[src/ccr_pkg.sv]
// Constants for the charger control register bank
package ccr_pkg;
    // Register offsets on the target register access port
    localparam logic [7:0] CCR_ADDR_INPUT_SOURCE   = 8'h00;
    localparam logic [7:0] CCR_ADDR_POWER_ON       = 8'h01;
    localparam logic [7:0] CCR_ADDR_CHARGE_CURRENT = 8'h02;
    localparam int         CCR_NUM_REGS            = 3;
    localparam logic [7:0] CCR_UNMAPPED_READ       = 8'hFF;

    // Values after power-on or register reset
    localparam logic [7:0] CCR_RESET_INPUT_SOURCE   = 8'h17;
    localparam logic [7:0] CCR_RESET_POWER_ON       = 8'h1A;
    localparam logic [7:0] CCR_RESET_CHARGE_CURRENT = 8'hA2;

    // Bits that also return to default on watchdog expiry
    localparam logic [7:0] CCR_WD_MASK_INPUT_SOURCE   = 8'h80;
    localparam logic [7:0] CCR_WD_MASK_POWER_ON       = 8'h70;
    localparam logic [7:0] CCR_WD_MASK_CHARGE_CURRENT = 8'hBF;

    // Field positions, input source control
    localparam int CCR_HIGHZ_BIT   = 7;
    localparam int CCR_IND_MSB     = 6;
    localparam int CCR_IND_LSB     = 5;
    localparam int CCR_ILIM_MSB    = 4;
    localparam int CCR_ILIM_LSB    = 0;
    // Field positions, power-on configuration
    localparam int CCR_PULSE_SKIP_DISABLE_BIT = 7;
    localparam int CCR_KICK_BIT    = 6;
    localparam int CCR_BOOST_BIT   = 5;
    localparam int CCR_CHG_BIT     = 4;
    localparam int CCR_SYSMIN_MSB  = 3;
    localparam int CCR_SYSMIN_LSB  = 1;
    localparam int CCR_OTG_SEL_BIT = 0;
    // Field positions, charge current control
    localparam int CCR_BLIM_BIT    = 7;
    localparam int CCR_FULLON_BIT  = 6;
    localparam int CCR_FAST_CHARGE_CURRENT_MSB    = 5;
    localparam int CCR_FAST_CHARGE_CURRENT_LSB    = 0;

    // Field codes
    localparam logic [1:0] CCR_IND_ENABLE      = 2'h0;
    localparam logic [1:0] CCR_IND_DISABLE     = 2'h3;
    localparam logic [4:0] CCR_ILIM_SEL_HIGH   = 5'h04;
    localparam logic [4:0] CCR_ILIM_SEL_LOW    = 5'h17;
    localparam logic [4:0] CCR_ILIM_SWITCH_MAX = 5'h06;
    localparam logic [5:0] CCR_FAST_CHARGE_CURRENT_MAX        = 6'h32;

    // Scales of decoded fields, mA and mV
    localparam logic [11:0] CCR_ILIM_OFFSET_MA = 12'h064;
    localparam logic [11:0] CCR_ILIM_STEP_MA   = 12'h064;
    localparam logic [11:0] CCR_FAST_CHARGE_CURRENT_STEP_MA   = 12'h03C;
    localparam logic [11:0] CCR_BLIM_LOW_MA    = 12'h1F4;
    localparam logic [11:0] CCR_BLIM_HIGH_MA   = 12'h4B0;
    localparam logic [11:0] CCR_OTG_FALL_HI_MV = 12'hAF0;
    localparam logic [11:0] CCR_OTG_FALL_LO_MV = 12'h9C4;
    localparam logic [11:0] CCR_OTG_RISE_MV    = 12'hBB8;
endpackage

[src/ccr_field_decode.sv]
// Registered decode of register fields into analog setpoints
module ccr_field_decode (
    // Clock, reset, enable
    input  wire logic        i_clock,
    input  wire logic        i_reset,
    input  wire logic        i_clock_enable,
    // Register contents and synchronised pin
    input  wire logic [7:0]  i_input_source,
    input  wire logic [7:0]  i_power_on,
    input  wire logic [7:0]  i_charge_current,
    input  wire logic        i_charge_pin_low,
    // Decoded setpoints
    output logic [11:0] o_input_limit_ma,
    output logic [11:0] o_fast_charge_ma,
    output logic [5:0]  o_fast_charge_code,
    output logic [11:0] o_system_floor_mv,
    output logic [11:0] o_otg_falling_mv,
    output logic [11:0] o_otg_rising_mv,
    output logic [11:0] o_boost_limit_ma,
    output logic        o_high_res_switch,
    output logic        o_charge_active
);
    logic [11:0] ilim_next, fast_charge_current_next, sysmin_next, otg_next, blim_next;
    logic [5:0]  code_next;
    logic        hires_next, active_next;
    logic [4:0]  ilim_code;
    logic        boost;

    // Field arithmetic and selection
    always_comb begin
        ilim_code   = i_input_source[ccr_pkg::CCR_ILIM_MSB:ccr_pkg::CCR_ILIM_LSB];
        boost       = i_power_on[ccr_pkg::CCR_BOOST_BIT];
        ilim_next   = ccr_pkg::CCR_ILIM_OFFSET_MA + 12'(ilim_code) * ccr_pkg::CCR_ILIM_STEP_MA;
        code_next   = i_charge_current[ccr_pkg::CCR_FAST_CHARGE_CURRENT_MSB:ccr_pkg::CCR_FAST_CHARGE_CURRENT_LSB];
        if (code_next > ccr_pkg::CCR_FAST_CHARGE_CURRENT_MAX) begin
            code_next = ccr_pkg::CCR_FAST_CHARGE_CURRENT_MAX;
        end
        fast_charge_current_next   = 12'(code_next) * ccr_pkg::CCR_FAST_CHARGE_CURRENT_STEP_MA;
        unique case (i_power_on[ccr_pkg::CCR_SYSMIN_MSB:ccr_pkg::CCR_SYSMIN_LSB])
            3'h0: sysmin_next = 12'hA28;
            3'h1: sysmin_next = 12'hAF0;
            3'h2: sysmin_next = 12'hBB8;
            3'h3: sysmin_next = 12'hC80;
            3'h4: sysmin_next = 12'hD48;
            3'h5: sysmin_next = 12'hDAC;
            3'h6: sysmin_next = 12'hE10;
            3'h7: sysmin_next = 12'hE74;
        endcase
        otg_next    = i_power_on[ccr_pkg::CCR_OTG_SEL_BIT] ? ccr_pkg::CCR_OTG_FALL_LO_MV
                                                           : ccr_pkg::CCR_OTG_FALL_HI_MV;
        blim_next   = i_charge_current[ccr_pkg::CCR_BLIM_BIT] ? ccr_pkg::CCR_BLIM_HIGH_MA
                                                              : ccr_pkg::CCR_BLIM_LOW_MA;
        // Boost always uses the full switch, the mode bit is ignored there
        hires_next  = !boost && !i_charge_current[ccr_pkg::CCR_FULLON_BIT]
                      && (ilim_code < ccr_pkg::CCR_ILIM_SWITCH_MAX);
        // Pin low, bit set, no boost, nonzero current
        active_next = i_charge_pin_low && i_power_on[ccr_pkg::CCR_CHG_BIT] && !boost
                      && (code_next != 6'h00);
    end

    // Setpoint registers
    always_ff @(posedge i_clock) begin
        if (i_reset) begin
            o_input_limit_ma   <= 12'h000;
            o_fast_charge_ma   <= 12'h000;
            o_fast_charge_code <= 6'h00;
            o_system_floor_mv  <= 12'h000;
            o_otg_falling_mv   <= 12'h000;
            o_otg_rising_mv    <= 12'h000;
            o_boost_limit_ma   <= 12'h000;
            o_high_res_switch  <= 1'b0;
            o_charge_active    <= 1'b0;
        end else if (i_clock_enable) begin
            o_input_limit_ma   <= ilim_next;
            o_fast_charge_ma   <= fast_charge_current_next;
            o_fast_charge_code <= code_next;
            o_system_floor_mv  <= sysmin_next;
            o_otg_falling_mv   <= otg_next;
            o_otg_rising_mv    <= ccr_pkg::CCR_OTG_RISE_MV;
            o_boost_limit_ma   <= blim_next;
            o_high_res_switch  <= hires_next;
            o_charge_active    <= active_next;
        end
    end
endmodule

[src/ccr_registers.sv]
// Charger control register bank, offsets 0x00 to 0x02
//
// Operation
// Input current limit code means 100 mA plus 100 mA per step.
// Reset loads input current limit code 10111, a 2400 mA maximum.
// Source detection done loads 500 mA if select pin high, 2.4 A if low.
// Host writes after detection replace the automatically loaded limit.
// Indicator control 00 enables the pin, 01 reserved, 11 floats it.
// Bit 7 of offset 0 selects high-impedance input; watchdog clears it.
// Writing one to watchdog kick restarts timer; bit self-clears after restart.
// Boost enable overrides charge enable; no charging while boost enabled.
// Charging needs charge pin low and charge enable bit set, default one.
// System floor codes select 2.6 to 3.7 V, default 101 for 3.5 V.
// OTG floor bit selects 2.8 V or 2.5 V falling, 3.0 V rising.
// Boost limit bit selects 0.5 A or 1.2 A, default 1.2 A.
// Mode bit zero uses high-resistance switch below 700 mA, not in boost.
// Fast charge bits weigh 60 mA upward, default code 100010, 2040 mA.
// Fast charge code zero disables charging; codes above 110010 clamp there.
// Watchdog restores flagged fields; register reset restores all fields.
// Target answers at seven-bit address 6BH in standard or fast mode.
// Reads beyond the last implemented register return 0xFF.
// PFM disable bit defaults zero and resets only by register reset.
module ccr_registers (
    // Clock, reset, enable
    input  wire logic        i_clock,
    input  wire logic        i_reset,
    input  wire logic        i_clock_enable,
    // Register access port from the serial target engine
    input  wire logic        i_reg_write,
    input  wire logic        i_reg_read,
    input  wire logic [7:0]  i_reg_addr,
    input  wire logic [7:0]  i_reg_wdata,
    output logic [7:0]  o_reg_rdata,
    output logic        o_addr_valid,
    // Events from charger logic
    input  wire logic        i_register_reset,
    input  wire logic        i_watchdog_expired,
    input  wire logic        i_watchdog_restarted,
    input  wire logic        i_source_detect_done,
    // Asynchronous pins
    input  wire logic        i_source_select_pin,
    input  wire logic        i_charge_enable_pin_n,
    // Control outputs
    output logic        o_watchdog_kick,
    output logic        o_input_highz,
    output logic        o_indicator_enable,
    output logic        o_pfm_disable,
    output logic        o_boost_enable,
    output logic [11:0] o_input_limit_ma,
    output logic [11:0] o_fast_charge_ma,
    output logic [5:0]  o_fast_charge_code,
    output logic [11:0] o_system_floor_mv,
    output logic [11:0] o_otg_falling_mv,
    output logic [11:0] o_otg_rising_mv,
    output logic [11:0] o_boost_limit_ma,
    output logic        o_high_res_switch,
    output logic        o_charge_active
);
    localparam logic [7:0] RESET_VAL [ccr_pkg::CCR_NUM_REGS] = '{ccr_pkg::CCR_RESET_INPUT_SOURCE,
        ccr_pkg::CCR_RESET_POWER_ON, ccr_pkg::CCR_RESET_CHARGE_CURRENT};
    localparam logic [7:0] WD_MASK [ccr_pkg::CCR_NUM_REGS] = '{ccr_pkg::CCR_WD_MASK_INPUT_SOURCE,
        ccr_pkg::CCR_WD_MASK_POWER_ON, ccr_pkg::CCR_WD_MASK_CHARGE_CURRENT};

    logic [7:0] regs_reg  [ccr_pkg::CCR_NUM_REGS];
    logic [7:0] regs_next [ccr_pkg::CCR_NUM_REGS];
    logic [1:0] sel_sync_reg, sel_sync_next, ce_sync_reg, ce_sync_next;
    logic [7:0] rdata_next;
    logic       sel_high, charge_pin_low;

    // Pin synchronisers; only the second stage is read
    always_comb begin
        sel_sync_next  = {sel_sync_reg[0], i_source_select_pin};
        ce_sync_next   = {ce_sync_reg[0], i_charge_enable_pin_n};
        sel_high       = sel_sync_reg[1];
        charge_pin_low = !ce_sync_reg[1];
    end

    always_ff @(posedge i_clock) begin
        if (i_reset) begin
            sel_sync_reg <= 2'h0;
            ce_sync_reg  <= 2'h3;
        end else if (i_clock_enable) begin
            sel_sync_reg <= sel_sync_next;
            ce_sync_reg  <= ce_sync_next;
        end
    end

    // Per-register next state: register reset, watchdog, host write, hardware
    // updates; the host write wins over detection so a late write sticks
    for (genvar g = 0; g < ccr_pkg::CCR_NUM_REGS; g++) begin : g_reg
        always_comb begin
            regs_next[g] = regs_reg[g];
            if (g == 0 && i_source_detect_done) begin
                regs_next[g][ccr_pkg::CCR_ILIM_MSB:ccr_pkg::CCR_ILIM_LSB] =
                    sel_high ? ccr_pkg::CCR_ILIM_SEL_HIGH : ccr_pkg::CCR_ILIM_SEL_LOW;
            end
            if (g == 1 && i_watchdog_restarted) begin
                regs_next[g][ccr_pkg::CCR_KICK_BIT] = 1'b0;
            end
            if (i_reg_write && i_reg_addr == 8'(g)) begin
                regs_next[g] = i_reg_wdata;
            end
            if (i_watchdog_expired) begin
                regs_next[g] = (regs_next[g] & ~WD_MASK[g]) | (RESET_VAL[g] & WD_MASK[g]);
            end
            if (i_register_reset) begin
                regs_next[g] = RESET_VAL[g];
            end
        end

        always_ff @(posedge i_clock) begin
            if (i_reset) begin
                regs_reg[g] <= RESET_VAL[g];
            end else if (i_clock_enable) begin
                regs_reg[g] <= regs_next[g];
            end
        end
    end

    // Address check and read data; unmapped reads give all ones
    always_comb begin
        o_addr_valid = i_reg_addr < 8'(ccr_pkg::CCR_NUM_REGS);
        rdata_next   = o_reg_rdata;
        if (i_reg_read) begin
            rdata_next = o_addr_valid ? regs_reg[i_reg_addr[1:0]] : ccr_pkg::CCR_UNMAPPED_READ;
        end
    end

    always_ff @(posedge i_clock) begin
        if (i_reset) begin
            o_reg_rdata <= 8'h00;
        end else if (i_clock_enable) begin
            o_reg_rdata <= rdata_next;
        end
    end

    // Control bits straight from the register flops
    assign o_input_highz      = regs_reg[0][ccr_pkg::CCR_HIGHZ_BIT];
    // Reserved codes leave the pin enabled; only 11 floats it
    assign o_indicator_enable = regs_reg[0][ccr_pkg::CCR_IND_MSB:ccr_pkg::CCR_IND_LSB]
                                != ccr_pkg::CCR_IND_DISABLE;
    assign o_pfm_disable      = regs_reg[1][ccr_pkg::CCR_PULSE_SKIP_DISABLE_BIT];
    assign o_watchdog_kick    = regs_reg[1][ccr_pkg::CCR_KICK_BIT];
    assign o_boost_enable     = regs_reg[1][ccr_pkg::CCR_BOOST_BIT];

    // Setpoint decode, one cycle behind the registers
    ccr_field_decode u_decode (
        .i_clock            (i_clock),
        .i_reset            (i_reset),
        .i_clock_enable     (i_clock_enable),
        .i_input_source     (regs_reg[0]),
        .i_power_on         (regs_reg[1]),
        .i_charge_current   (regs_reg[2]),
        .i_charge_pin_low   (charge_pin_low),
        .o_input_limit_ma   (o_input_limit_ma),
        .o_fast_charge_ma   (o_fast_charge_ma),
        .o_fast_charge_code (o_fast_charge_code),
        .o_system_floor_mv  (o_system_floor_mv),
        .o_otg_falling_mv   (o_otg_falling_mv),
        .o_otg_rising_mv    (o_otg_rising_mv),
        .o_boost_limit_ma   (o_boost_limit_ma),
        .o_high_res_switch  (o_high_res_switch),
        .o_charge_active    (o_charge_active)
    );

    // Cycles in which only host writes and hardware updates move the registers
    logic quiet;
    assign quiet = i_clock_enable && !i_register_reset && !i_watchdog_expired;
endmodule

[config.mk]
export PLATFORM = sky130hd
export DESIGN_NAME = ccr_registers
export DESIGN_NICKNAME = d
export VERILOG_FILES = /design/src/ccr_pkg.sv /design/src/ccr_field_decode.sv /design/src/ccr_registers.sv
export SDC_FILE = /design/constraint.sdc
export NUM_CORES = 1
export LEC_CHECK = 0
export ABC_AREA = 1
export BUFFER_PORTS_ARGS = -buffer_cell sky130_fd_sc_hd__buf_2
export CAP_MARGIN = 20
export CORE_ASPECT_RATIO = 1.25
export CORE_UTILIZATION = 50
export CTS_BUF_LIST = sky130_fd_sc_hd__clkbuf_16
export DETAILED_ROUTE_END_ITERATION = 12
export GPL_TIMING_DRIVEN = 0
export PLACE_DENSITY = 0.77
export SYNTH_ARGS = -nofsm -noshare
export SYNTH_HDL_FRONTEND = slang
export SYNTH_SLANG_ARGS = --single-unit
[constraint.sdc]
create_clock -name i_clock -period 4 [get_ports i_clock]
set_input_delay 0.8 -clock i_clock [delete_from_list [all_inputs] [get_ports i_clock]]
set_output_delay 0.8 -clock i_clock [all_outputs]
set_load 0.02 [all_outputs]
# Word level (Yosys, flattened, before mapping)
# Memories as Yosys holds them, arrays and structs flattened. A register that Yosys moved wholly into a read port is not among the register bits.
# Cells that the tools add are included.
# W data, S select, Z words.
op_classes:
  addsub: 1
  mul: 2
  n_lt_le_gt_ge: 3
  eq_ne: 3
  n_mux: 24
  n_bitwise: 3
  n_reduce_logical: 14
ops:
  columns: ["cell", "n"]
  rows:
  - ["$mux W8", 12]
  - ["$add A7 B12 Y12 const A", 1]
  - ["$mux W11", 1]
  - ["$mul A5 B5 Y10 const B", 1]
  - ["$mul A6 B4 Y10 const B", 1]
  - ["$mux W10", 1]
  - ["$mux W5", 2]
  - ["$eq A8 B1 Y1 const B", 1]
  - ["$eq A8 B2 Y1 const B", 1]
  - ["$logic_and A1 B1 Y1", 8]
  - ["$logic_not A8 Y1", 1]
  - ["$lt A8 B2 Y1 const B", 1]
  - ["$mux W7", 1]
  - ["$gt A6 B6 Y1 const B", 1]
  - ["$mux W1", 6]
  - ["$mux W6", 1]
  - ["$reduce_bool A6 Y1", 1]
  - ["$lt A5 B3 Y1 const B", 1]
  - ["$logic_not A1 Y1", 3]
  - ["$or A1 B1 Y1", 3]
  - ["$ne A2 B2 Y1 const B", 1]
  - ["$reduce_and A2 Y1", 1]
totals:
  register_bits: 79
  ram_bits: 24
  mem_bits_ro: 72
  input_bits: 27
  out_inout_bits: 94
  wordCells: 64
  n_memories: 2
mem_list:
  columns: ["name", "depth", "width", "rd", "rd_clocked_by_memory_dff", "write_ports", "line", "text"]
  rows:
  - ["(no name shown)", 8, 9, 1, 1, 0, "ccr_field_decode.sv:39", "unique case (i_power_on[ccr_pkg::CCR_SYSMIN_MSB:ccr_pkg::CCR_SYSMIN_LSB])"]
  - ["regs_reg", 3, 8, 4, 0, 3, "ccr_registers.sv:64", "logic [7:0] regs_reg [ccr_pkg::CCR_NUM_REGS];"]

# Depth between registers and ports, before layout
# Gate-level depths: netlist of the first run.
depth:
  word_depth: 6
  depth_mapped: 20
  mapped_depth_nobuf: 20

# Modules after synthesis
# From an unflattened synthesis of the first run, not the netlist that was laid out.
unflattened:
  cells_unflattened: 616
  hier_area_um2: 4824.6
modules_own_cells:
  columns: ["mod", "instances", "cells_per_inst", "area_per_inst_um2", "seq_area_each_um2"]
  rows:
  - ["ccr_field_decode", 1, 416, 3065.4, 820.8]
  - ["ccr_registers", 1, 200, 1759.2, 960.9]

# Worst setup path after synthesis of the first run
# Ideal clock, no wire load.
synth_timing:
  kind: "reg-to-reg"
  startpoint: "memory regs_reg[2][3]"
  endpoint: "register u_decode.o_fast_charge_ma[10]"
  setup_ps: 119
  arrival_ps: 2865
  t_required_ps: 3881
  setup_slack_ps: 1017
  path_stages_with_launch: 18
  n_path_buf: 0
  period_less_slack_ps: 2983
  cell_sequence: "edfxtp_1 > nor2_1 > a21oi_2 > nor2_1 > inv_1 > fa_1 > inv_1 > fa_1 > inv_1 > fa_1 > inv_1 > nand3_1 > nand2_1 > nand2_1 > nand2_1 > a21oi_1 > o21ai_0 > nand2_1"
synth_rtl:
  columns: ["item", "line", "text"]
  rows:
  - ["from (decl)", "ccr_registers.sv:64", null]
  - ["to (signal assigned)", "ccr_field_decode.sv:75", "o_fast_charge_ma <= fast_charge_current_next;"]
  - ["to (decl)", "ccr_field_decode.sv:14", "output logic [11:0] o_fast_charge_ma,"]

==> out/qor.yml, run 1 <==
synthesis:
  synthCells: 544
  yosysTopAreaCellShare_pct: 23.65
  ys_warn_count: 0
  syn-mean-instance-area_um2: 8.248
  synth_ff_type: "dfxtp_1"
  yosysTopAreaCell: "dfxtp_1"
  synth_most_common_cell: "nand2_1"
  async_flop_share_pct: 0
  syn_area_mm2: 0.004487
  synth_cell_type_count: 39
  synthTopCellsByArea: "dfxtp_1 (24%), edfxtp_1 (16%), ha_1 (10%)"
  synthTopCellsByCount: "nand2_1 (108), inv_1 (67), dfxtp_1 (53)"
  ys_ff_latch: 77
  ys_seq_area_share_pct: 39.71
  synth-edff-count: 24
die:
  initial_core_util_pct: 51.57
  core_mm2: 0.008701
  rows: 38
  ios: 121
  die-area_mm2: 0.009359
  die_h_um: 107.9
  die_w_um: 86.73
power_and_ir_drop:
  power_frac_seq_pct: 37.6
  p_int_mw: 1.667
  p_per_area_mw_per_mm2: 447.1
  ir_worst_vdd_mv: 0.2217
  power.switching_mw: 0.7976
  clkPwrFrac_pct: 34.5
  power_frac_comb_pct: 27.9
  netSwitchingFraction_pct: 32.36
  p_leak_nw: 2.909
  p_total_mw: 2.465
setup_path:
  worstSetupEndpointType: "register"
  r2r_start: "regs_reg[2][3]$_SDFFCE_PP0P_"
  required_ns: 4.23
  rrSetupSlack_ns: 0.65
  critPathKind: "register to register"
  start_kind: "register"
  cp.arrival_ns: 3.58
  r2r_end: "u_decode.o_fast_charge_ma[10]$_SDFFE_PP0P_"
  setup.worst_path.start: "regs_reg[2][3]$_SDFFCE_PP0P_"
  cp-endpoint: "u_decode.o_fast_charge_ma[10]$_SDFFE_PP0P_"
  rr_worst_depth: 17
  critPathMaxFanout: 4
cts:
  numCtsBuffers: 9
  cts_tree: "done"
  post-cts-setup-buffers: 0
  h-tree-depth: 3
  clock-sinks: 77
  clock_path_buffers: 2
  clock_latency_ns: 0.34
  clk_pin_slew_worst_paths_ns: 0.06
  cts.repair.resized: 0
  ctsHoldBuffers: 0
  cts_root_buf: "clkbuf_16"
drt:
  ant_nets: 0
  drtPass1Iterations: 4
  drc_errors: 0
  via_per_inst: 4.997
  vias: 3988
  avgRoutedWirePerCell_um: 13.47
  wl_mm: 10.75
  drt_iter0_markers: 182
sta:
  hold_violations: 0
  grt_setup_unrepaired: "false"
  fin_ws_ns: 0.6462
  timing.fmax_mhz: 298.2
  finalCriticalPeriod_ns: 3.354
  report.final.slew_viol_count: 0
  fin_crit_sh_pct: 83.84
  finClkSkew_ns: 0.007423
  setup_viol: 0
  relSlewSlack_pct: 53.54
  tightest_slew_ns: 0.6969
  finalSetupTns_ns: 0
global_routing:
  antenna_found_initial: 0
  grt_remaining_overflow: 0
  grt_pass1_vias: 3711
  grt_usage_pct: 24.48
  grt_pass1_wl_mm: 17.22
  grt_max_degree: 16
place:
  dpl.hpwl_mm: 8.297
  post-place-ws_ns: 0.6808
  gp_congestion: 0.9250
  postPlaceCellArea_mm2: 0.005204
  port_buffers: 99
final_layout:
  design_area_mm2: 0.005513
  largest_register_ffs: 24
  num-nets-final: 743
  drive_above_1_share_pct: 27.43
  area_growth_pct: 22.87
  n_antenna_cell: 0
hold_path:
  hold_path.class: "register to register"
outcome:
  status: "completed"
run:
  cap_violations: 0
-- layout by cell type (no fill, tap or decap), types with 4 or more instances in the layout --
cell and count:
clkbuf_1 4, nand2_2 4, conb_1 20, fa_1 6, nor2_1 30, xor2_1 4
buf_4 41, a31oi_1 8, inv_2 6, a22o_1 5, inv_1 70, nand2_1 108
nand3_1 23, o21ai_1 5, edfxtp_1 24, o21ai_0 42, a22oi_1 7, a21oi_1 29
clkbuf_16 9, nor2_2 4, buf_2 107, ha_1 37, dfxtp_1 53
-- metal layers --
metal  GRT usage, %  vias up  share of wire, %
met5              0        -                 0
met4          13.57        0               3.5
met3          5.291       26               6.4
met2          42.35      144                51
met1          27.89     1829                40
li1               -     1989                 -
-- through the flow --
stage / hold WS, ns / utilization [%] / std cells
CTS: 0.4475 / 63.36 / 798
finish: 0.4422 / 63.36 / 798
floorplan: 0.4229 / - / 563
global placement: 0.4311 / 59.81 / 782
global route: 0.4685 / 63.36 / 798
detailed placement: 0.4323 / 59.81 / 782
-- power by group through the flow --
stage / Sequential [mW] / Combinational (mW) / Clock (mW)
CTS: 0.928 / 0.689 / 0.859
floorplan: 1.01 / 0.427 / 0
finish: 0.928 / 0.687 / 0.849
global route: 0.938 / 0.772 / 0.894
detailed placement: 0.944 / 0.679 / 0
global placement: 0.943 / 0.653 / 0
-- worst min-delay path by stage --
stage	start	endpoint	cells past startpoint
finish	u_decode.o_boost_limit_ma[10]$_SDFFE_PP0P_	u_decode.o_boost_limit_ma[10]$_SDFFE_PP0P_	2
global route	u_decode.o_fast_charge_ma[8]$_SDFFE_PP0P_	u_decode.o_fast_charge_ma[8]$_SDFFE_PP0P_	2
CTS	u_decode.o_boost_limit_ma[10]$_SDFFE_PP0P_	u_decode.o_boost_limit_ma[10]$_SDFFE_PP0P_	2
detailed placement	u_decode.o_boost_limit_ma[10]$_SDFFE_PP0P_	u_decode.o_boost_limit_ma[10]$_SDFFE_PP0P_	2
global placement	u_decode.o_boost_limit_ma[10]$_SDFFE_PP0P_	u_decode.o_boost_limit_ma[10]$_SDFFE_PP0P_	2
floorplan	ce_sync_reg[1]$_SDFFE_PP1P_	u_decode.o_charge_active$_SDFFE_PP0P_	1
-- worst max-delay path, cell delays in order (launching register included) --
cell	delay, ns
edfxtp_1	0.47
nor2_1	0.20
a21oi_2	0.10
nor2_1	0.18
inv_1	0.11
fa_1	0.54
inv_1	0.07
fa_1	0.53
inv_1	0.06
fa_1	0.36
inv_1	0.10
nand3_1	0.07
nand2_1	0.10
nand2_1	0.06
nand2_1	0.09
a21oi_1	0.06
o21ai_0	0.08
nand2_1	0.07
-- cells by family after synthesis --
group	after synthesis	synth area share [%]
other	1	0.08358
buffers and inverters	127	14.31
AO/OA/AOI/OAI	109	14.00
XOR/XNOR	4	0.7807
adder cells (fa/ha/maj)	43	12.99
AND/OR/NAND/NOR	183	18.13
flip-flops	77	39.71
-- cell type report --
class	count	area (um^2)
Multi-Input combinational cell	359	2135
Fill cell	782	3188
Buffer	53	362.8
Sequential cell	77	1782
Timing Repair Buffer	99	495.5
Clock buffer	9	225.2
Inverter	74	279.0
Tap cell	120	150.1
Clock inverter	7	83.83
Power figures use the tool's default switching activity.
==> inputs of run 2 (changes only) <==
--- a/config.mk
+++ b/config.mk
@@ -9,7 +9,7 @@
 export BUFFER_PORTS_ARGS = -buffer_cell sky130_fd_sc_hd__buf_2
 export CAP_MARGIN = 20
 export CORE_ASPECT_RATIO = 1.25
-export CORE_UTILIZATION = 50
+export CORE_UTILIZATION = 48
 export CTS_BUF_LIST = sky130_fd_sc_hd__clkbuf_16
 export DETAILED_ROUTE_END_ITERATION = 12
 export GPL_TIMING_DRIVEN = 0
==> constraint.sdc (replaced) <==
create_clock -name i_clock -period 2.8 [get_ports i_clock]
set_input_delay 0.56 -clock i_clock [delete_from_list [all_inputs] [get_ports i_clock]]
set_output_delay 0.56 -clock i_clock [all_outputs]
set_load 0.02 [all_outputs]
==> out/qor.yml, run 2 (synthesis results as in run 1) <==
final_layout:
  design_area_mm2: 0.005766
  area_growth_pct: 28.50
  final_util_pct: 63.18
  fillers: 778
  largest_register_ffs: 24
  layout_commonest_cell: "buf_2"
  num-nets-final: 762
  layout.cells.non_filler: 820
  n_antenna_cell: 0
  final_cell_mix: "buf_2 (107), nand2_1 (104), inv_1 (63)"
  drive_above_1_share_pct: 32.86
drt:
  avgRoutedWirePerCell_um: 13.66
  wl_mm: 11.20
  drtPass1Iterations: 4
  via_per_inst: 4.922
  drc_errors: 0
  vias: 4036
  drt_iter0_markers: 213
  ant_nets: 0
die:
  die_h_um: 110.1
  die-area_mm2: 0.009741
  ios: 121
  die_w_um: 88.48
  core_mm2: 0.009125
  rows: 39
  initial_core_util_pct: 49.17
power_and_ir_drop:
  p_int_mw: 2.455
  power_frac_comb_pct: 31.9
  ir_worst_vdd_mv: 0.4175
  clkPwrFrac_pct: 32.0
  power_frac_seq_pct: 36.1
  power.switching_mw: 1.219
  p_leak_nw: 2.992
  p_per_area_mw_per_mm2: 637.2
  netSwitchingFraction_pct: 33.18
place:
  gp_congestion: 0.8905
  port_buffers: 99
  postPlaceCellArea_mm2: 0.005216
  placedCellCount: 785
  dpl.hpwl_mm: 8.315
  post-place-ws_ns: -0.3678
hold_path:
  hold_path.class: "register to register"
outcome:
  status: "finished with violations"
  violations: "setup timing"
sta:
  fin_crit_sh_pct: 112.9
  finalCriticalPeriod_ns: 3.162
  report.final.slew_viol_count: 0
  tightest_slew_ns: 0.6581
  grt_setup_unrepaired: "true"
  finClkSkew_ns: 0.01050
  fin_ws_ns: -0.3620
  timing.fmax_mhz: 316.3
  finalSetupTns_ns: -1.378
  hold_violations: 0
  relSlewSlack_pct: 56.13
  setup_viol: 6
global_routing:
  grt_pass1_vias: 3757
  grt_pass1_wl_mm: 17.51
  grt_usage_pct: 23.98
  grt_remaining_overflow: 0
  antenna_found_initial: 0
  grt_max_degree: 16
cts:
  h-tree-depth: 3
  clock_latency_ns: 0.35
  ctsHoldBuffers: 0
  clk_pin_slew_worst_paths_ns: 0.06
  clock_path_buffers: 2
  cts_root_buf: "clkbuf_16"
  clock-sinks: 77
  numCtsBuffers: 9
  cts_tree: "done"
setup_path:
  required_ns: 3.03
  path_buf_inv: 5
  setup.worst_path.start: "regs_reg[2][0]$_SDFFCE_PP0P_"
  worst_path_most_repeated_cell: "inv_2"
  cp-endpoint: "u_decode.o_fast_charge_ma[10]$_SDFFE_PP0P_"
  critPathMaxFanout: 3
  crit_family: "adder cells"
  r2r_end: "u_decode.o_fast_charge_ma[10]$_SDFFE_PP0P_"
  worstSetupEndpointType: "register"
  rrSetupSlack_ns: -0.36
  critPathKind: "register to register"
  path_cells: "nand2_2 > a21oi_4 > inv_2 > nand2_2 > inv_2 > fa_1 > inv_2 > fa_1 > inv_1 > fa_2 > inv_2 > nand3_2 > nand2_2 > nand2_1 > nand2_1 > a21oi_1 > o21ai_1 > nand2_1"
  cp.depth: 18
  cpPeakStageDelay_ns: 0.53
  rr_worst_depth: 18
  start_kind: "register"
  crit_slowest_cell: "fa_1"
  r2r_start: "regs_reg[2][0]$_SDFFCE_PP0P_"
  cp.arrival_ns: 3.40
run:
  cap_violations: 0
-- run 2: cell count changes in the layout (fill, tap and decap cells not counted), sizes merged --
| cell | change |
|---|---|
| clkbuf | +1 |
| buf | +19 |
| bufinv | -1 |
| clkinvlp | +1 |
| inv | -1 |
-- run 2: worst min path at each step --
| stage | depth (start not counted) | startpoint | to | slack (ns) |
|---|---|---|---|---|
| after CTS | 2 | u_decode.o_fast_charge_ma[8]$_SDFFE_PP0P_ | u_decode.o_fast_charge_ma[8]$_SDFFE_PP0P_ | 0.44 |
| final | 2 | u_decode.o_fast_charge_ma[8]$_SDFFE_PP0P_ | u_decode.o_fast_charge_ma[8]$_SDFFE_PP0P_ | 0.44 |
| after global placement | 2 | u_decode.o_system_floor_mv[8]$_SDFFE_PP0P_ | u_decode.o_system_floor_mv[8]$_SDFFE_PP0P_ | 0.43 |
| after global routing | 2 | u_decode.o_boost_limit_ma[10]$_SDFFE_PP0P_ | u_decode.o_boost_limit_ma[10]$_SDFFE_PP0P_ | 0.47 |
| after floorplan | 1 | ce_sync_reg[1]$_SDFFE_PP1P_ | u_decode.o_charge_active$_SDFFE_PP0P_ | 0.42 |
| after detailed placement | 2 | u_decode.o_fast_charge_ma[8]$_SDFFE_PP0P_ | u_decode.o_fast_charge_ma[8]$_SDFFE_PP0P_ | 0.43 |
-- run 2: power groups by stage --
stage | Sequential (mW) | Combinational [mW] | Clock [mW]
after global placement | 1.35 | 0.940 | 0
after global routing | 1.34 | 1.31 | 1.21
after floorplan | 1.44 | 0.620 | 0
final | 1.33 | 1.17 | 1.18
after CTS | 1.33 | 1.11 | 1.18
after detailed placement | 1.35 | 0.971 | 0
-- run 2: cell type report --
cell class / count / area (um^2) / area share (%)
multi-input cells: 359 / 2247 / 38.98
plain buffers: 53 / 362.8 / 6.293
well taps: 123 / 153.9 / 2.669
clock buffers: 10 / 250.2 / 4.340
inverters: 74 / 279.0 / 4.839
repair buffers: 118 / 638.1 / 11.07
clock inverters: 6 / 52.55 / 0.9115
flip-flops and latches: 77 / 1782 / 30.90
-- run 2: metrics by stage --
stage                     hold slack (ns)  total power [mW]
final                              0.4372             3.674
after global placement             0.4323             2.288
after floorplan                    0.4229             2.057
after global routing               0.4690             3.864
after CTS                          0.4417             3.610
after detailed placement           0.4350             2.323
-- run 2: worst register-to-register path, delay by kind of cell, from the launching register on --
family	cells	cell delay (ns)
adder cells (fa/ha/maj)	3	1.36
flip-flops	1	0.41
AND/OR/NAND/NOR	7	0.60
AO/OA/AOI/OAI	3	0.36
buffers and inverters	5	0.32
-- run 2: metal layers --
layer | vias up | share of wire [%] | track usage [%]
li1 | 2028 | - | -
met1 | 1830 | 41 | 27.57
met2 | 146 | 49 | 42.14
met3 | 32 | 4.8 | 2.681
met4 | 0 | 4.4 | 14.98
met5 | - | 0 | 0
-- run 2: repair_timing --
action	CTS	global route
cloned	0	0
resized for setup	16	10
pin swaps	6	4
buffers inserted	13	6
endpoints found under the setup margin	7	8
